`src/logic/limit_comp_regs.svh`:
```
`ifndef LIMIT_COMP_REGS_SVH
`define LIMIT_COMP_REGS_SVH

// Register byte offsets
`define OFS_CTRL 12'h000
`define OFS_LIMIT 12'h004
`define OFS_COMP0 12'h008
`define OFS_COMP1 12'h00c
`define OFS_BLANK 12'h010
`define OFS_STATUS 12'h014

// Control bit positions
`define CTRL_LIM_OVR 0
`define CTRL_COMP_OVR 1
`define CTRL_ADAPT 2
`define CTRL_BLANK_OVR 3
`define CTRL_FAST_EN 4

// Write masks and reset values
`define CTRL_MASK 32'h0000_001f
`define LIMIT_MASK 32'h0000_03ff
`define COMP_MASK 32'h0000_ffff
`define BLANK_MASK 32'h0000_0fff
`define CTRL_RESET 32'h0000_0010
`define LIMIT_RESET 32'h0000_0028
`define COMP_RESET 32'h0000_0000
`define BLANK_RESET 32'h0000_0511

// Status field positions
`define ST_METHOD 8
`define ST_VIOL 10
`define ST_RSVD 14
`define ST_SET1 15
`define ST_COMP 16
`define ST_BLANK 24

// Timing: clock period and blanking defaults
`define PCLK_NS 40
`define BLANK_RDS_NS 672
`define BLANK_DCR_NS 352
`define BLANK_RDS_CYC (8'((`BLANK_RDS_NS + `PCLK_NS - 1) / `PCLK_NS))
`define BLANK_DCR_CYC (8'((`BLANK_DCR_NS + `PCLK_NS - 1) / `PCLK_NS))
`define VIOL_DEFAULT 4'h5

// Threshold in half-millivolt units
`define GRID_BASE_HMV 8'h28
`define GRID_STEP_A_HMV 8'h14
`define GRID_STEP_B_HMV 8'h3c
`define RES_STEP_HMV 8'h0a
`define RES_HALF_HMV 8'h05
`define RES_CODE_MAX 5'h18

// Fast path hold defaults per resonance band
`define FAST_HOLD_B0 8'h10
`define FAST_HOLD_B1 8'h0c
`define FAST_HOLD_B2 8'h08

`endif

```
`src/logic/limit_comp_pkg.sv`:
```
package limit_comp_pkg;

  // Three-level strap, or a resistor to ground
  typedef enum logic [1:0] {
    LVL_LOW = 2'h0,
    LVL_OPEN = 2'h1,
    LVL_HIGH = 2'h2,
    LVL_RES = 2'h3
  } strap_level_t;

  typedef enum logic [1:0] {
    SENSE_RDS = 2'h0,
    SENSE_DCR_DOWN = 2'h1,
    SENSE_DCR_UP = 2'h2
  } sense_method_t;

  typedef enum logic [2:0] {
    FP_IDLE = 3'h1,
    FP_BOOST = 3'h2,
    FP_SINK = 3'h4
  } fast_state_t;

  typedef struct packed {
    logic [3:0] zero_b;
    logic [3:0] zero_a;
  } comp_t;

  typedef struct packed {
    sense_method_t method;
    logic [7:0] thr_hmv;
    logic [3:0] viol;
    logic [7:0] blank;
  } limit_cfg_t;

endpackage

```
`src/logic/coef_blend.sv`:
```
`timescale 1ns/10ps
// Linear blend between two coefficient codes by load weight
module coef_blend #(
  parameter int W = 4
) (
  input wire logic [W-1:0] from_set,
  input wire logic [W-1:0] to_set,
  input wire logic [7:0] weight,
  output logic [W-1:0] blended
);
  logic signed [W:0] diff;
  logic signed [W+9:0] prod;
  logic signed [W+9:0] mix;

  // Result stays between the two codes, so no clamp needed
  assign diff = $signed({1'b0, to_set}) - $signed({1'b0, from_set});
  assign prod = diff * $signed({1'b0, weight});
  assign mix = $signed({10'h000, from_set}) + (prod >>> 8);
  assign blended = mix[W-1:0];
endmodule

```
`src/logic/limit_comp_cfg.sv`:
```
// Added by the designer: the register offsets and register access over APB.
`timescale 1ns/10ps
`include "limit_comp_regs.svh"
// What this block does
// - Skip current measurement during blanking window
// - Strap grid picks 20 to 100 mV
// - Grid straps imply ground-referenced on-resistance sensing
// - Resistor strap: 5 mV steps, half for inductor
// - Host threshold replaces strap threshold
// - Fixed-frequency PWM from integrated error
// - Compensation zeros from straps unless host set
// - First strap selects resonance band
// - Second strap selects capacitor zero, low reserved
// - Strap settings target fsw/20, 60 degrees
// - Host write may store second coefficient set
// - Adaptive mode blends sets by load current
// - Fast path bypasses loop outside limits
// - Undervoltage: fast path turns on upper switch
// - Load release: fast path turns on lower switch
// - Fast path defaults follow compensation band
// - Strap sensing applies default count and blanking
// - Blanking 672 ns on-resistance, 352 ns inductor
module limit_comp_cfg (
  input wire logic pclk,
  input wire logic presetn,
  input wire logic ce,
  input wire logic psel,
  input wire logic penable,
  input wire logic pwrite,
  input wire logic [11:0] paddr,
  input wire logic [31:0] pwdata,
  output logic [31:0] prdata,
  output logic pready,
  output logic pslverr,
  input limit_comp_pkg::strap_level_t limit_strap_a,
  input limit_comp_pkg::strap_level_t limit_strap_b,
  input wire logic [4:0] limit_strap_resistor,
  input limit_comp_pkg::strap_level_t comp_strap_a,
  input limit_comp_pkg::strap_level_t comp_strap_b,
  input wire logic cur_sample_valid,
  input wire logic load_step,
  input wire logic [7:0] load_current,
  input wire logic err_valid,
  input wire logic signed [11:0] err_sample,
  input wire logic vout_below_low,
  input wire logic vout_load_release,
  output logic meas_take,
  output limit_comp_pkg::limit_cfg_t limit_cfg,
  output limit_comp_pkg::comp_t comp_active,
  output logic comp_strap_reserved,
  output logic fast_transient_path,
  output logic gate_high,
  output logic gate_low
);
  logic [31:0] ctrl;
  logic [31:0] lim_reg;
  logic [31:0] comp0;
  logic [31:0] comp1;
  logic [31:0] blank_reg;
  logic set1_valid;
  logic data_ok;
  logic wr_en;
  logic addr_hit;
  logic [31:0] rd_data;
  logic straps_loaded;
  limit_comp_pkg::strap_level_t lim_a_q;
  limit_comp_pkg::strap_level_t lim_b_q;
  limit_comp_pkg::strap_level_t comp_a_q;
  limit_comp_pkg::strap_level_t comp_b_q;
  logic [4:0] res_code;
  limit_comp_pkg::sense_method_t strap_method;
  logic [7:0] strap_thr;
  limit_comp_pkg::comp_t strap_comp;
  limit_comp_pkg::comp_t blend_comp;
  logic [7:0] fast_hold;
  logic [7:0] blank_cnt;
  logic restart;
  logic gate_high_d;
  logic [7:0] pwm_cnt;
  logic [7:0] duty;
  logic [7:0] next_duty;
  logic signed [12:0] duty_sum;
  logic [2:0] err_shift;
  limit_comp_pkg::fast_state_t fast_state;
  logic [7:0] hold_cnt;

  // APB: answer once read data is captured, frozen while ce low
  assign pready = ce & penable & data_ok;
  assign wr_en = psel & penable & pready & pwrite;
  assign pslverr = psel & pready & ~addr_hit;

  // Address decode
  always_comb
  begin
    case (paddr)
      `OFS_CTRL, `OFS_LIMIT, `OFS_COMP0, `OFS_COMP1, `OFS_BLANK, `OFS_STATUS:
        addr_hit = 1'b1;
      default:
        addr_hit = 1'b0;
    endcase
  end

  // Read mux, unmapped reads zero
  always_comb
  begin
    case (paddr)
      `OFS_CTRL: rd_data = ctrl;
      `OFS_LIMIT: rd_data = lim_reg;
      `OFS_COMP0: rd_data = comp0;
      `OFS_COMP1: rd_data = comp1;
      `OFS_BLANK: rd_data = blank_reg;
      `OFS_STATUS:
      begin
        rd_data = 32'h0000_0000;
        rd_data[7:0] = limit_cfg.thr_hmv;
        rd_data[`ST_METHOD +: 2] = limit_cfg.method;
        rd_data[`ST_VIOL +: 4] = limit_cfg.viol;
        rd_data[`ST_RSVD] = comp_strap_reserved;
        rd_data[`ST_SET1] = set1_valid;
        rd_data[`ST_COMP +: 8] = comp_active;
        rd_data[`ST_BLANK +: 8] = limit_cfg.blank;
      end
      default: rd_data = 32'h0000_0000;
    endcase
  end

  // Read data captured before the access edge so it comes from a flop
  always_ff @(posedge pclk or negedge presetn)
  begin
    if (!presetn)
    begin
      prdata <= 32'h0000_0000;
      data_ok <= 1'b0;
    end
    else if (ce)
    begin
      prdata <= psel ? rd_data : 32'h0000_0000;
      data_ok <= psel & ~(penable & data_ok);
    end
  end

  // Register writes, undefined bits masked off
  always_ff @(posedge pclk or negedge presetn)
  begin
    if (!presetn)
    begin
      ctrl <= `CTRL_RESET;
      lim_reg <= `LIMIT_RESET;
      comp0 <= `COMP_RESET;
      comp1 <= `COMP_RESET;
      blank_reg <= `BLANK_RESET;
      set1_valid <= 1'b0;
    end
    else if (ce && wr_en)
    begin
      case (paddr)
        `OFS_CTRL: ctrl <= pwdata & `CTRL_MASK;
        `OFS_LIMIT: lim_reg <= pwdata & `LIMIT_MASK;
        `OFS_COMP0: comp0 <= pwdata & `COMP_MASK;
        `OFS_COMP1:
        begin
          comp1 <= pwdata & `COMP_MASK;
          set1_valid <= 1'b1;
        end
        `OFS_BLANK: blank_reg <= pwdata & `BLANK_MASK;
        default: ;
      endcase
    end
  end

  // Straps caught once at the first enabled edge after reset
  always_ff @(posedge pclk or negedge presetn)
  begin
    if (!presetn)
    begin
      straps_loaded <= 1'b0;
      lim_a_q <= limit_comp_pkg::LVL_OPEN;
      lim_b_q <= limit_comp_pkg::LVL_OPEN;
      comp_a_q <= limit_comp_pkg::LVL_OPEN;
      comp_b_q <= limit_comp_pkg::LVL_OPEN;
      res_code <= 5'h00;
    end
    else if (ce && !straps_loaded)
    begin
      straps_loaded <= 1'b1;
      lim_a_q <= limit_strap_a;
      lim_b_q <= limit_strap_b;
      comp_a_q <= comp_strap_a;
      comp_b_q <= comp_strap_b;
      // Codes past 120 mV are clamped, not wrapped
      res_code <= (limit_strap_resistor > `RES_CODE_MAX) ? `RES_CODE_MAX
                                                          : limit_strap_resistor;
    end
  end

  // Strap-derived sensing method and threshold
  always_comb
  begin
    strap_method = limit_comp_pkg::SENSE_RDS;
    strap_thr = `GRID_BASE_HMV;
    if (lim_a_q == limit_comp_pkg::LVL_RES)
    begin
      case (lim_b_q)
        limit_comp_pkg::LVL_OPEN: strap_method = limit_comp_pkg::SENSE_DCR_DOWN;
        limit_comp_pkg::LVL_HIGH: strap_method = limit_comp_pkg::SENSE_DCR_UP;
        default: strap_method = limit_comp_pkg::SENSE_RDS;
      endcase
      if (strap_method == limit_comp_pkg::SENSE_RDS)
        strap_thr = {3'h0, res_code} * `RES_STEP_HMV;
      else
        strap_thr = {3'h0, res_code} * `RES_HALF_HMV;
    end
    else
    begin
      strap_thr = `GRID_BASE_HMV + {6'h00, lim_a_q} * `GRID_STEP_A_HMV;
      if (lim_b_q != limit_comp_pkg::LVL_RES)
        strap_thr = strap_thr + {6'h00, lim_b_q} * `GRID_STEP_B_HMV;
    end
  end

  // Effective current limit settings
  always_comb
  begin
    if (ctrl[`CTRL_LIM_OVR])
    begin
      limit_cfg.method = limit_comp_pkg::sense_method_t'(lim_reg[9:8]);
      limit_cfg.thr_hmv = lim_reg[7:0];
    end
    else
    begin
      limit_cfg.method = strap_method;
      limit_cfg.thr_hmv = strap_thr;
    end
    if (ctrl[`CTRL_BLANK_OVR])
    begin
      limit_cfg.blank = blank_reg[7:0];
      limit_cfg.viol = blank_reg[11:8];
    end
    else
    begin
      limit_cfg.viol = `VIOL_DEFAULT;
      if (limit_cfg.method == limit_comp_pkg::SENSE_RDS)
        limit_cfg.blank = `BLANK_RDS_CYC;
      else
        limit_cfg.blank = `BLANK_DCR_CYC;
    end
  end

  // Strap compensation bands; resistor on a strap reads as open
  always_comb
  begin
    case (comp_a_q)
      limit_comp_pkg::LVL_LOW: strap_comp.zero_a = 4'h0;
      limit_comp_pkg::LVL_HIGH: strap_comp.zero_a = 4'h2;
      default: strap_comp.zero_a = 4'h1;
    endcase
    strap_comp.zero_b = (comp_b_q == limit_comp_pkg::LVL_HIGH) ? 4'h1 : 4'h0;
    comp_strap_reserved = straps_loaded & (comp_b_q == limit_comp_pkg::LVL_LOW);
    case (strap_comp.zero_a)
      4'h0: fast_hold = `FAST_HOLD_B0;
      4'h1: fast_hold = `FAST_HOLD_B1;
      default: fast_hold = `FAST_HOLD_B2;
    endcase
    if (ctrl[`CTRL_COMP_OVR] && comp0[15:8] != 8'h00)
      fast_hold = comp0[15:8];
  end

  coef_blend #(.W(4)) u_blend_a (
    .from_set(comp0[3:0]),
    .to_set(comp1[3:0]),
    .weight(load_current),
    .blended(blend_comp.zero_a)
  );

  coef_blend #(.W(4)) u_blend_b (
    .from_set(comp0[7:4]),
    .to_set(comp1[7:4]),
    .weight(load_current),
    .blended(blend_comp.zero_b)
  );

  // Active compensation: adaptive needs both sets present
  always_comb
  begin
    if (!ctrl[`CTRL_COMP_OVR])
      comp_active = strap_comp;
    else if (ctrl[`CTRL_ADAPT] && set1_valid)
      comp_active = blend_comp;
    else
      comp_active = comp0[7:0];
  end

  // blanking restarts on each upper switch turn-on (gate_high rising) or load step
  assign restart = load_step | (gate_high & ~gate_high_d);

  always_ff @(posedge pclk or negedge presetn)
  begin
    if (!presetn)
    begin
      blank_cnt <= 8'h00;
      gate_high_d <= 1'b0;
      meas_take <= 1'b0;
    end
    else if (ce)
    begin
      gate_high_d <= gate_high;
      if (restart)
        blank_cnt <= limit_cfg.blank;
      else if (blank_cnt != 8'h00)
        blank_cnt <= blank_cnt - 8'h01;
      meas_take <= cur_sample_valid & ~restart & (blank_cnt == 8'h00);
    end
  end

  // Higher zero band gives a larger integrator step
  always_comb
  begin
    err_shift = 3'h4 - {1'b0, comp_active.zero_a[1:0]};
    duty_sum = $signed({5'h00, duty}) + 13'(err_sample >>> err_shift);
    if (duty_sum < 13'sh0000)
      next_duty = 8'h00;
    else if (duty_sum > 13'sh00ff)
      next_duty = 8'hff;
    else
      next_duty = duty_sum[7:0];
  end

  always_ff @(posedge pclk or negedge presetn)
  begin
    if (!presetn)
    begin
      duty <= 8'h00;
      pwm_cnt <= 8'h00;
    end
    else if (ce)
    begin
      pwm_cnt <= pwm_cnt + 8'h01;
      if (err_valid)
        duty <= next_duty;
    end
  end

  always_ff @(posedge pclk or negedge presetn)
  begin
    if (!presetn)
    begin
      fast_state <= limit_comp_pkg::FP_IDLE;
      hold_cnt <= 8'h00;
    end
    else if (ce)
    begin
      case (fast_state)
        limit_comp_pkg::FP_IDLE:
        begin
          hold_cnt <= fast_hold;
          if (ctrl[`CTRL_FAST_EN] && vout_below_low)
            fast_state <= limit_comp_pkg::FP_BOOST;
          else if (ctrl[`CTRL_FAST_EN] && vout_load_release)
            fast_state <= limit_comp_pkg::FP_SINK;
        end
        limit_comp_pkg::FP_BOOST:
        begin
          // Hold limit stops a stuck comparator from locking the switch on
          hold_cnt <= hold_cnt - 8'h01;
          if (!vout_below_low || hold_cnt == 8'h00)
            fast_state <= limit_comp_pkg::FP_IDLE;
        end
        limit_comp_pkg::FP_SINK:
        begin
          hold_cnt <= hold_cnt - 8'h01;
          if (!vout_load_release || hold_cnt == 8'h00)
            fast_state <= limit_comp_pkg::FP_IDLE;
        end
        default: fast_state <= limit_comp_pkg::FP_IDLE;
      endcase
    end
  end

  assign fast_transient_path = (fast_state != limit_comp_pkg::FP_IDLE);

  // Gate drive, one switch at a time
  always_ff @(posedge pclk or negedge presetn)
  begin
    if (!presetn)
    begin
      gate_high <= 1'b0;
      gate_low <= 1'b0;
    end
    else if (ce)
    begin
      case (fast_state)
        limit_comp_pkg::FP_BOOST:
        begin
          gate_high <= 1'b1;
          gate_low <= 1'b0;
        end
        limit_comp_pkg::FP_SINK:
        begin
          gate_high <= 1'b0;
          gate_low <= 1'b1;
        end
        default:
        begin
          gate_high <= (pwm_cnt < duty);
          gate_low <= ~(pwm_cnt < duty);
        end
      endcase
    end
  end

  property p_blank_gap;
    @(posedge pclk) disable iff (!presetn)
    ce && load_step && limit_cfg.blank > 8'h01 |=> !meas_take ##1 !meas_take;
  endproperty
  a_blank_gap: assert property (p_blank_gap)
    else $error("sample taken inside blanking");

  property p_grid_corners;
    @(posedge pclk) disable iff (!presetn)
    straps_loaded && !ctrl[`CTRL_LIM_OVR] && lim_a_q == lim_b_q
      && lim_a_q != limit_comp_pkg::LVL_RES && lim_a_q != limit_comp_pkg::LVL_OPEN
      |-> limit_cfg.thr_hmv == ((lim_a_q == limit_comp_pkg::LVL_LOW) ? 8'h28 : 8'hc8);
  endproperty
  a_grid_corners: assert property (p_grid_corners)
    else $error("grid corner threshold wrong");

  property p_grid_rds;
    @(posedge pclk) disable iff (!presetn)
    !ctrl[`CTRL_LIM_OVR] && lim_a_q != limit_comp_pkg::LVL_RES
      |-> limit_cfg.method == limit_comp_pkg::SENSE_RDS;
  endproperty
  a_grid_rds: assert property (p_grid_rds)
    else $error("grid strap not using RDS sensing");

  property p_res_dcr_half;
    @(posedge pclk) disable iff (!presetn)
    !ctrl[`CTRL_LIM_OVR] && lim_a_q == limit_comp_pkg::LVL_RES
      && lim_b_q == limit_comp_pkg::LVL_OPEN
      |-> limit_cfg.thr_hmv == {3'h0, res_code} * 8'h05;
  endproperty
  a_res_dcr_half: assert property (p_res_dcr_half)
    else $error("DCR resistor threshold not half");

  property p_host_thr;
    @(posedge pclk) disable iff (!presetn)
    ctrl[`CTRL_LIM_OVR] |-> limit_cfg.thr_hmv == lim_reg[7:0];
  endproperty
  a_host_thr: assert property (p_host_thr)
    else $error("host threshold ignored");

  property p_no_overlap;
    @(posedge pclk) disable iff (!presetn)
    !(gate_high && gate_low);
  endproperty
  a_no_overlap: assert property (p_no_overlap)
    else $error("both switches on");

  property p_boost_high;
    @(posedge pclk) disable iff (!presetn)
    ce && fast_state == limit_comp_pkg::FP_BOOST |=> gate_high && !gate_low;
  endproperty
  a_boost_high: assert property (p_boost_high)
    else $error("boost did not drive upper switch");

  property p_sink_low;
    @(posedge pclk) disable iff (!presetn)
    ce && fast_state == limit_comp_pkg::FP_SINK |=> gate_low && !gate_high;
  endproperty
  a_sink_low: assert property (p_sink_low)
    else $error("sink did not drive lower switch");

  property p_strap_blank;
    @(posedge pclk) disable iff (!presetn)
    !ctrl[`CTRL_BLANK_OVR] && limit_cfg.method != limit_comp_pkg::SENSE_RDS
      |-> limit_cfg.blank == 8'h09 && limit_cfg.viol == 4'h5;
  endproperty
  a_strap_blank: assert property (p_strap_blank)
    else $error("DCR default blanking wrong");

endmodule

```
`config.mk`:
```
export PLATFORM = sky130hd
export DESIGN_NAME = limit_comp_cfg
export DESIGN_NICKNAME = d
export VERILOG_FILES = /design/src/logic/limit_comp_pkg.sv /design/src/logic/coef_blend.sv /design/src/logic/limit_comp_cfg.sv
export VERILOG_INCLUDE_DIRS = /design/src /design/src/logic
export SDC_FILE = /design/constraint.sdc
export NUM_CORES = 1
export LEC_CHECK = 0
export ABC_AREA = 1
export ABC_CLOCK_PERIOD_IN_PS = 8700
export BUFFER_PORTS_ARGS = -buffer_cell sky130_fd_sc_hd__buf_2
export CAP_MARGIN = 0
export CORE_ASPECT_RATIO = 0.5
export CORE_MARGIN = 1.5
export CORE_UTILIZATION = 45
export DETAILED_ROUTE_END_ITERATION = 6
export PLACE_DENSITY = 0.65
export REMOVE_ABC_BUFFERS = 1
export SYNTH_ARGS = -nofsm -noshare
export SYNTH_HDL_FRONTEND = slang
export SYNTH_SLANG_ARGS = --single-unit
export TNS_END_PERCENT = 100
```
`constraint.sdc`:
```
create_clock -name pclk -period 8.7 [get_ports pclk]
set_input_delay 0.435 -clock pclk [delete_from_list [all_inputs] [get_ports pclk]]
set_output_delay 0.435 -clock pclk [all_outputs]
set_load 0.01 [all_outputs]
```
==> results of run 1 <==
timing repair:
action,4_1_cts,5_1_grt
resized for setup,0,14
buffers inserted,0,2
endpoints found under the setup margin,0,8
final cells by class:
cell class / count / share of cell area (%)
Inverter: 261 / 7.64
Multi-Input combinational cell: 1021 / 50.1
Clock inverter: 13 / 1.16
Sequential cell: 146 / 28.5
Clock buffer: 19 / 3.52
Timing Repair Buffer: 146 / 5.84
Tap cell: 336 / 3.27
cell usage in the layout (no fill, tap or decap), drive strengths merged, types with 14 or more instances in the layout:
master / count
a21oi: 64
buf: 146
clkbuf: 19
dfrtp: 134
fa: 43
ha: 94
inv: 263
nand2: 363
nand3: 52
nand4: 14
nor2: 87
nor3: 20
o21ai: 158
xnor2: 16
xor2: 23
per-layer routing:
metal	GRT usage, %	part of all wire [%]	up-vias
met5	0	0	-
met4	6.89	1.8	0
met3	3.67	5.9	35
met2	39.7	46	300
met1	33.7	47	4774
li1	-	-	4975
stage by stage:
step	hold slack (ps)	worst slack, ps
finish	45.0	652
global route	94.1	82.1
CTS	90.3	195
detailed placement	460	211
global placement	455	479
floorplan	139	1240
how the worst min path moves through the flow:
stage / cells past startpoint / slack [ps] / start / end
3_3_place_gp: 2 / 450 / straps_loaded / straps_loaded
6_report: 1 / 50 / presetn / lim_a_q[1]
4_1_cts: 1 / 90 / presetn / comp_b_q[1]
2_1_floorplan: 0 / 140 / presetn / blank_cnt[0]
3_5_place_dp: 2 / 460 / prdata[7] / prdata[7]
5_1_grt: 1 / 90 / presetn / lim_a_q[1]
critical path: cells and delay by family, from the launching register on:
kind                     cells  cell delay, ps
AO/OA/AOI/OAI                8            1170
XOR/XNOR                     2             570
adder cells (fa/ha/maj)     10            3720
buffers and inverters        6             600
flip-flops                   1             400
AND/OR/NAND/NOR             15            1500
logic make-up (layout without fill, tap and decap cells):
| family | after synthesis | after routing | synth area share, % |
|---|---|---|---|
| AND/OR/NAND/NOR | 551 | 551 | 21.0 |
| AO/OA/AOI/OAI | 292 | 292 | 14.8 |
| buffers and inverters | 291 | 439 | 9.84 |
| flip-flops | 146 | 146 | 32.9 |
| adder cells (fa/ha/maj) | 137 | 137 | 18.3 |
| XOR/XNOR | 39 | 39 | 3.06 |
| multiplexers | 2 | 2 | 0.191 |
power by group through the flow:
| stage | registers, µW | clock network [µW] | logic [µW] |
|---|---|---|---|
| after floorplan | 808 | 0 | 403 |
| after global placement | 820 | 0 | 537 |
| after detailed placement | 824 | 0 | 555 |
| after CTS | 813 | 759 | 561 |
| after global routing | 822 | 786 | 649 |
| final | 813 | 750 | 563 |
==> results.tsv, run 1 <==
metric	value	unit
clk root buf	clkbuf_16	
via density per instance	5.19	
pwr dens	165	mW/mm²
starting density of the core	46.2	%
# DRC	0	
Seq/Total Area, Yosys	32.9	%
final core utilization	53.3	%
max reg flops	32	
fraction of layout cells with a size suffix above 1	14.8	%
Layout area overhead	15.4	%
main flop type after synthesis	dfrtp_1	
die height	114	µm
Worst Path Required	9020	ps
vias	10100	
Critical Path Source Type	register	
Post-DRT Antenna Nets	0	
clock share of power	35.3	%
Post-DP Area	0.0122	mm²
biggest area consumer among synthesized cells	dfrtp_1	
crit path time final	8050	ps
area of the multi-input gates	0.00644	mm²
ys async rst share	100	%
Comb power frac	26.5	%
CP Class	register to register	
Clock Skews	14.5	ps
CTS tree	yes	
FILL cells	2332	
Starting DRT DRC Count	794	
Max H-tree Level	4	
worst setup path endpoint	duty[4]	
reg-to-reg slack, setup	650	ps
gate count after technology mapping	1458	
post-synth top area share	30.1	%
CP arrival	8370	ps
Biggest register	prdata	
post-route insts no fill	1942	
TritonCTS buffer count	17	
Max Slew Vio Count	0	
Core Region	0.0242	mm²
Wirelength per Cell	15.6	µm
CTS Buffer Depth	2	
clock sink count	146	
worst hold path class	input pin to asynchronous set/reset pin	
vias in the first global route	9849	
most instantiated library cell after synthesis	nand2_1	
gr usage total	24.3	%
IO Pins	157	
Seq cells post-synth	146	
status	finished clean	
FF-to-FF Start	comp0[2]	
initial antenna violation count	1	
Net Switching	718	µW
LEAKAGE	0.00692	µW
RSZ-0062 raised after global routing	false	
CP Max Fanout	13	
placed insts	1908	
grt total ovfl	0	
endpoints failing hold	0	
max-cap violations	0	
slowest cell delay on critical path	540	ps
P_int	1410	µW
Cell Area, Synth	0.0112	mm²
EDFF count, synth	0	
Die W	226	µm
final setup fails	0	
Tcrit/Tclk final	92.5	%
Synth area leaders	dfrtp_1, nand2_1, ha_1	
Worst-Skew Late Latency	430	ps
post-layout power	2130	µW
distinct cell type count after synthesis	56	
Worst-path clk slew	70	ps
Site Rows	40	
first-pass GRT wire length	49200	µm
Post-DP HPWL	23900	µm
worst-case reg-to-reg path depth	41	
Crit. End Element	register	
Crit. Startpoint	comp0[2]	
Nets	1818	
reg2reg end	duty[4]	
drt total wl	30400	µm
sequential power share	38.2	%
Sw Ratio	33.8	%
relative slew slack	19.2	%
Final Cell Area	0.0129	mm²
Antenna diodes	0	
slowest CP cell	fa_1	
Initial DRT Pass Iterations	6	
die area	0.0258	mm²
Reg area	0.00367	mm²
synthesized area per cell	7.65	µm²
Largest regs	prdata: 32 flops, comp0: 16 flops, comp1: 16 flops	
port bufs	140	
Worst-Margin Slew	1210	ps
Setup TNS Final	0	ps
Max Fclk	0.124	GHz
top cells by count, synth	nand2_1, inv_1, o21ai_0	
largest net degree at the start of global routing	82	
Hold Buf Count CTS	0	
RD Place Congestion	0.888	
Max rail drop VDD	0.165	mV
Yosys warnings	0	
Note: power is estimated with default switching activity, not from simulation.
==> inputs of run 2 (changes only) <==
- ABC_AREA: 1 -> default
- CELL_PAD_IN_SITES_DETAIL_PLACEMENT: default -> 1
- CELL_PAD_IN_SITES_GLOBAL_PLACEMENT: default -> 1
- CORE_MARGIN: 1.5 -> 5
- PLACE_DENSITY: 0.65 -> default
- PLACE_DENSITY_LB_ADDON: default -> 0.1
==> run 2 against run 1 <==
Against the previous run: design area up 2.6%; global-route usage up 1.0 points; total power up 13%; clock skew up 1.9 ps; register-to-register slack worse by 370 ps; highest routed layer is now met5; sequential share of layout area down 0.73 points; hold slack worse by 14 ps; synthesized cell count down 20%; critical path type unchanged; worst setup slack worse by 370 ps; routed wire length up 16%.
==> results.tsv, run 2 <==
metric	value	unit	change
post-synth top area share	30.0	%	-0.030 points
CP arrival	8740	ps	+370 ps
endpoints failing hold	0		unchanged
most instantiated library cell after synthesis	dfrtp_1		
Post-DP HPWL	26400	µm	+10%
initial antenna violation count	2		+1
FILL cells	2790		+20%
Setup TNS Final	0	ps	unchanged
vias	9510		-5.7%
relative slew slack	19.4	%	+0.15 points
Largest regs	prdata: 32 flops, comp0: 16 flops, comp1: 16 flops		
starting density of the core	46.1	%	-0.049 points
Max Fclk	0.119	GHz	-4.4%
CTS tree	yes		
max-cap violations	0		unchanged
Worst Path Required	9020	ps	about the same
Yosys warnings	0		unchanged
Post-DRT Antenna Nets	0		unchanged
Wirelength per Cell	21.2	µm	+35%
Clock Skews	16.4	ps	+1.94 ps
most frequent cells in the layout	buf_2, dfrtp_1, inv_1		
EDFF count, synth	0		unchanged
setup slack after layout	282	ps	-370 ps
clk root buf	clkbuf_16		
first-pass GRT wire length	56400	µm	+15%
Synth area leaders	dfrtp_1, ha_1, fa_1		
FF-to-FF Start	comp0[1]		
Place WS	-318	ps	-529 ps
gate count after technology mapping	1169		-20%
Nets	1539		-15%
slowest CP cell	fa_1		
IO Pins	157		unchanged
Seq cells post-synth	146		unchanged
Tcrit/Tclk final	96.8	%	+4.3 points
clock sink count	146		unchanged
cell mode on critical path	fa_1		
Worst-path clk slew	60	ps	about the same
Hold Buf Count CTS	0		unchanged
LEAKAGE	0.00661	µW	-4.5%
Biggest register	prdata		
Core Region	0.0242	mm²	+0.21%
Max rail drop VDD	0.128	mV	-22%
CP bufs+invs	6		unchanged
via density per instance	5.72		+10%
fraction of layout cells with a size suffix above 1	22.2	%	+7.3 points
Cell Area, Synth	0.0112	mm²	+0.10%
CP Class	register to register		
Worst-Margin Slew	1210	ps	-0.202 ps
top cells by count, synth	dfrtp_1, nand2_1, inv_1		
Starting DRT DRC Count	492		-38%
status	finished clean		
port bufs	140		unchanged
Max Slew Vio Count	0		unchanged
largest net degree at the start of global routing	78		-4.9%
post-route insts no fill	1663		-14%
Seq/Total Area, Yosys	32.8	%	-0.033 points
vias in the first global route	10400		+6.0%
worst hold path class	input pin to asynchronous set/reset pin		
drt total wl	35200	µm	+16%
die area	0.0283	mm²	+9.5%
# DRC	0		unchanged
CP Max Fanout	11		-2
pwr dens	182	mW/mm²	+10%
CTS Buffer Depth	2		unchanged
Crit. End Element	register		
ys async rst share	100	%	unchanged
main flop type after synthesis	dfrtp_1		
Layout area overhead	18.2	%	
Crit. Startpoint	comp0[1]		
biggest area consumer among synthesized cells	dfrtp_1		
Site Rows	40		unchanged
crit path time final	8420	ps	+370 ps
gr usage total	25.3	%	+1.0 points
final setup fails	0		unchanged
commonest non-fill, non-tap cell in the layout	buf_2		
TritonCTS buffer count	17		unchanged
Critical Path Source Type	register		
die height	121	µm	+6.2%
Die W	233	µm	+3.2%
max reg flops	32		unchanged
RD Place Congestion	0.848		-4.5%
slowest cell delay on critical path	540	ps	about the same
post-layout power	2400	µW	+13%
grt total ovfl	0		unchanged
synthesized area per cell	9.55	µm²	+25%
placed insts	1626		-15%
Max H-tree Level	4		unchanged
distinct cell type count after synthesis	71		+27%
Initial DRT Pass Iterations	6		unchanged
Worst-Skew Late Latency	440	ps	about the same
Antenna diodes	0		unchanged
Min Hold Slack	31.1	ps	-13.9 ps
CP top delay family	adder cells		
[run 2: logic make-up (layout without fill, tap and decap cells)]
kind of cell             Yosys count  count (layout)  share of synthesized area (%)
AO/OA/AOI/OAI                    254             254                           15.9
XOR/XNOR                          35              35                           2.99
adder cells (fa/ha/maj)          137             137                           18.2
buffers and inverters            158             316                           5.39
flip-flops                       146             146                           32.8
multiplexers                      88              88                           9.21
AND/OR/NAND/NOR                  351             351                           15.5
[run 2: final timing paths]
| check | to | slack [ps] | cells past startpoint |
|---|---|---|---|
| hold / removal | duty[0] | 30 | 1 |
| setup reg to reg | duty[2] | 280 | 36 |
| max in group asynchronous | prdata[28] | 7260 | 2 |
| min in group pclk | lim_a_q[0] | 200 | 3 |
| setup / recovery | duty[2] | 280 | 36 |
| hold reg to reg | comp_b_q[0] | 480 | 2 |
[run 2: power breakdown]
part           internal [µW]  switching [µW]
logic                    374             424
clock network            489             312
registers                737            67.4
[run 2: timing repair]
item,in CTS,in global routing
pin swaps,10,17
resized for setup,14,25
setup buffers,1,5
setup endpoints to repair,8,8
[run 2: metal layers]
layer	vias up	share of wire, %	track usage, %
li1	4389	-	-
met1	4924	43	31.5
met2	153	53	46.6
met3	40	2.8	3.16
met4	4	1.4	7.11
met5	-	0.097	0
[run 2: cell type report]
cell class,count,area [µm²],share of cell area (%)
clock inverter,12,181,1.37
sequential,146,3670,27.8
clock buffer,20,447,3.38
inverter,107,402,3.04
timing repair buffer,177,997,7.55
multi-input combinational,865,7090,53.7
tap,336,420,3.18
[run 2: stage by stage]
stage	util, %	instance area, µm²
6_report	54.5	13200
3_3_place_gp	51.0	12400
2_1_floorplan	-	11000
5_1_grt	54.5	13200
3_5_place_dp	51.0	12400
4_1_cts	54.0	13100
[run 2: worst register-to-register path, delay by kind of cell, from the launching register on]
kind	cells	cell delay [ps]
simple gates	7	1190
fa+ha+maj	9	3260
compound gates	13	2540
flops	1	400
buf+inv	6	680
xor+xnor	1	210
==> inputs of run 3 (changes only) <==
- CTS_BUF_LIST: default -> sky130_fd_sc_hd__clkbuf_16
- SLEW_MARGIN: default -> 10
==> run 3 against run 2 <==
Against the previous run: combinational power about the same; via count is 0.38% lower; global-route usage barely moved; hold slack better by 7.2 ps; first-iteration DRC count fell by 1.4%; utilization fell by 0.12 points; worst setup slack got worse by 4.3 ps; clock power decreased by 2%; total power down 0.51%; non-clock buffer count decreased by 2; die area unchanged; cell count fell by 0.12%; critical endpoint unchanged; largest power group unchanged.
==> results.tsv, run 3 (synthesis gave the netlist of run 2 again) <==
metric	value	unit	change
final setup fails	0		unchanged
Layout area overhead	18.0	%	
relative slew slack	21.1	%	+1.7 points
Worst-Skew Late Latency	430	ps	about the same
Crit. Startpoint	comp0[1]		
LEAKAGE	0.00660	µW	-0.12%
IO Pins	157		unchanged
CP Max Fanout	19		+8
Crit. End Element	register		
Min Hold Slack	38.3	ps	+7.20 ps
pwr dens	181	mW/mm²	-0.29%
Max rail drop VDD	0.126	mV	-1.8%
P_int	1590	µW	-0.67%
FF-to-FF Start	comp0[1]		
initial antenna violation count	2		unchanged
Place WS	-318	ps	unchanged
slowest cell delay on critical path	550	ps	about the same
endpoints failing hold	0		unchanged
status	finished clean		
CTS Buffer Depth	2		unchanged
Nets	1537		-0.13%
# DRC	0		unchanged
max reg flops	32		unchanged
reg2reg end	duty[2]		
Max Fclk	0.119	GHz	about the same
clk root buf	clkbuf_16		
clock sink count	146		unchanged
Starting DRT DRC Count	485		-1.4%
commonest non-fill, non-tap cell in the layout	buf_2		
sequential power share	33.6	%	about the same
Worst Path Required	9020	ps	about the same
crit path time final	8420	ps	+4.35 ps
via density per instance	5.70		-0.26%
vias in the first global route	10400		-0.029%
CP Class	register to register		
Clock Skews	10.9	ps	-5.56 ps
Net Switching	802	µW	-0.18%
largest net degree at the start of global routing	78		unchanged
Biggest register	prdata		
Initial DRT Pass Iterations	7		+1
Post-DP HPWL	26400	µm	unchanged
slowest CP cell	fa_1		
worst setup path endpoint	duty[2]		
Largest regs	prdata: 32 flops, comp0: 16 flops, comp1: 16 flops		
Wirelength per Cell	21.2	µm	about the same
Max H-tree Level	4		unchanged
vias	9474		-0.38%
Die W	233	µm	unchanged
grt total ovfl	0		unchanged
Critical Path Source Type	register		
Worst-path clk slew	60	ps	about the same
CP arrival	8740	ps	about the same
Max Slew Vio Count	0		unchanged
Comb power frac	33.4	%	+0.2 points
max-cap violations	0		unchanged
fraction of layout cells with a size suffix above 1	21.9	%	-0.27 points
worst-case reg-to-reg path depth	31		-14%
Tcrit/Tclk final	96.8	%	about the same
cell mode on critical path	fa_1		
setup slack after layout	277	ps	-4.35 ps
Setup TNS Final	0	ps	unchanged
gr usage total	25.4	%	about the same
reg-to-reg slack, setup	280	ps	about the same
most frequent cells in the layout	buf_2, dfrtp_1, inv_1		
Sw Ratio	33.5	%	+0.11 points
final core utilization	54.4	%	-0.12 points
die area	0.0283	mm²	unchanged
Antenna diodes	0		unchanged
Core Region	0.0242	mm²	unchanged
drt total wl	35200	µm	-0.14%
worst hold path class	input pin to asynchronous set/reset pin		
Post-DRT Antenna Nets	0		unchanged
port bufs	140		unchanged
starting density of the core	46.1	%	unchanged
Site Rows	40		unchanged
CTS tree	yes		
first-pass GRT wire length	56500	µm	about the same
Worst-Margin Slew	1180	ps	-29.2 ps
RD Place Congestion	0.848		unchanged
clock share of power	32.9	%	-0.4 points
die height	121	µm	unchanged
TritonCTS buffer count	17		unchanged
-- run 3: cell count changes in the layout (fill, tap and decap cells not counted) --
cell,delta
a21oi_2,-1
inv_1,+2
a21oi_1,+1
clkinv_1,+1
clkbuf_8,-1
buf_4,-2
clkbuf_1,-2
-- run 3: area by class of cell --
type | count | area (µm²)
Inverter | 107 | 402
Multi-Input combinational cell | 865 | 7080
Clock inverter | 15 | 193
Sequential cell | 146 | 3670
Tap cell | 336 | 420
Clock buffer | 17 | 425
Fill cell | 2790 | 11000
Timing Repair Buffer | 175 | 982
-- run 3: through the flow --
stage                     cells  total power [µW]  instance area [µm²]
final                      1661              2390                13200
after global routing       1661              2530                13200
after CTS                  1659              2390                13100
after detailed placement   1626              1570                12400
after global placement     1626              1510                12400
after floorplan            1118              1290                11000
-- run 3: critical path, delay by kind of cell, from the launching register on --
kind | cells | cell delay, ps
AOI/OAI and AO/OA | 8 | 1860
xor gates and xnor gates | 1 | 190
adders and majority gates | 7 | 2460
buffers and inverters | 4 | 500
DFF | 1 | 390
muxes | 3 | 900
and+or+nand+nor | 8 | 1980
-- run 3: worst min-delay path by stage --
stage | slack (ps) | cells after the start | end | from
2_1_floorplan | 140 | 0 | blank_cnt[0] | presetn
3_3_place_gp | 450 | 2 | comp_b_q[0] | comp_b_q[0]
3_5_place_dp | 470 | 1 | prdata[8] | prdata[8]
4_1_cts | 50 | 1 | duty[0] | presetn
5_1_grt | 90 | 1 | duty[0] | presetn
6_report | 40 | 1 | duty[0] | presetn
-- run 3: routing by layer --
metal	global-route usage [%]	vias up	wire, µm
li1	-	4388	-
met1	31.5	4882	15200
met2	46.4	154	18300
met3	3.58	46	987
met4	6.86	4	578
met5	0	-	34
-- run 3: repair_timing --
item,in CTS,in global routing
hold buffers,0,0
setup buffers,1,3
setup endpoints to repair,8,8
pin swaps,10,16
gates resized for setup,14,24
-- run 3: power groups by stage --
stage          clock [µW]  sequential (µW)  combinational, µW
2_1_floorplan           0              792                500
3_3_place_gp            0              810                704
3_5_place_dp            0              812                754
4_1_cts               801              804                783
5_1_grt               832              812                888
6_report              788              804                799
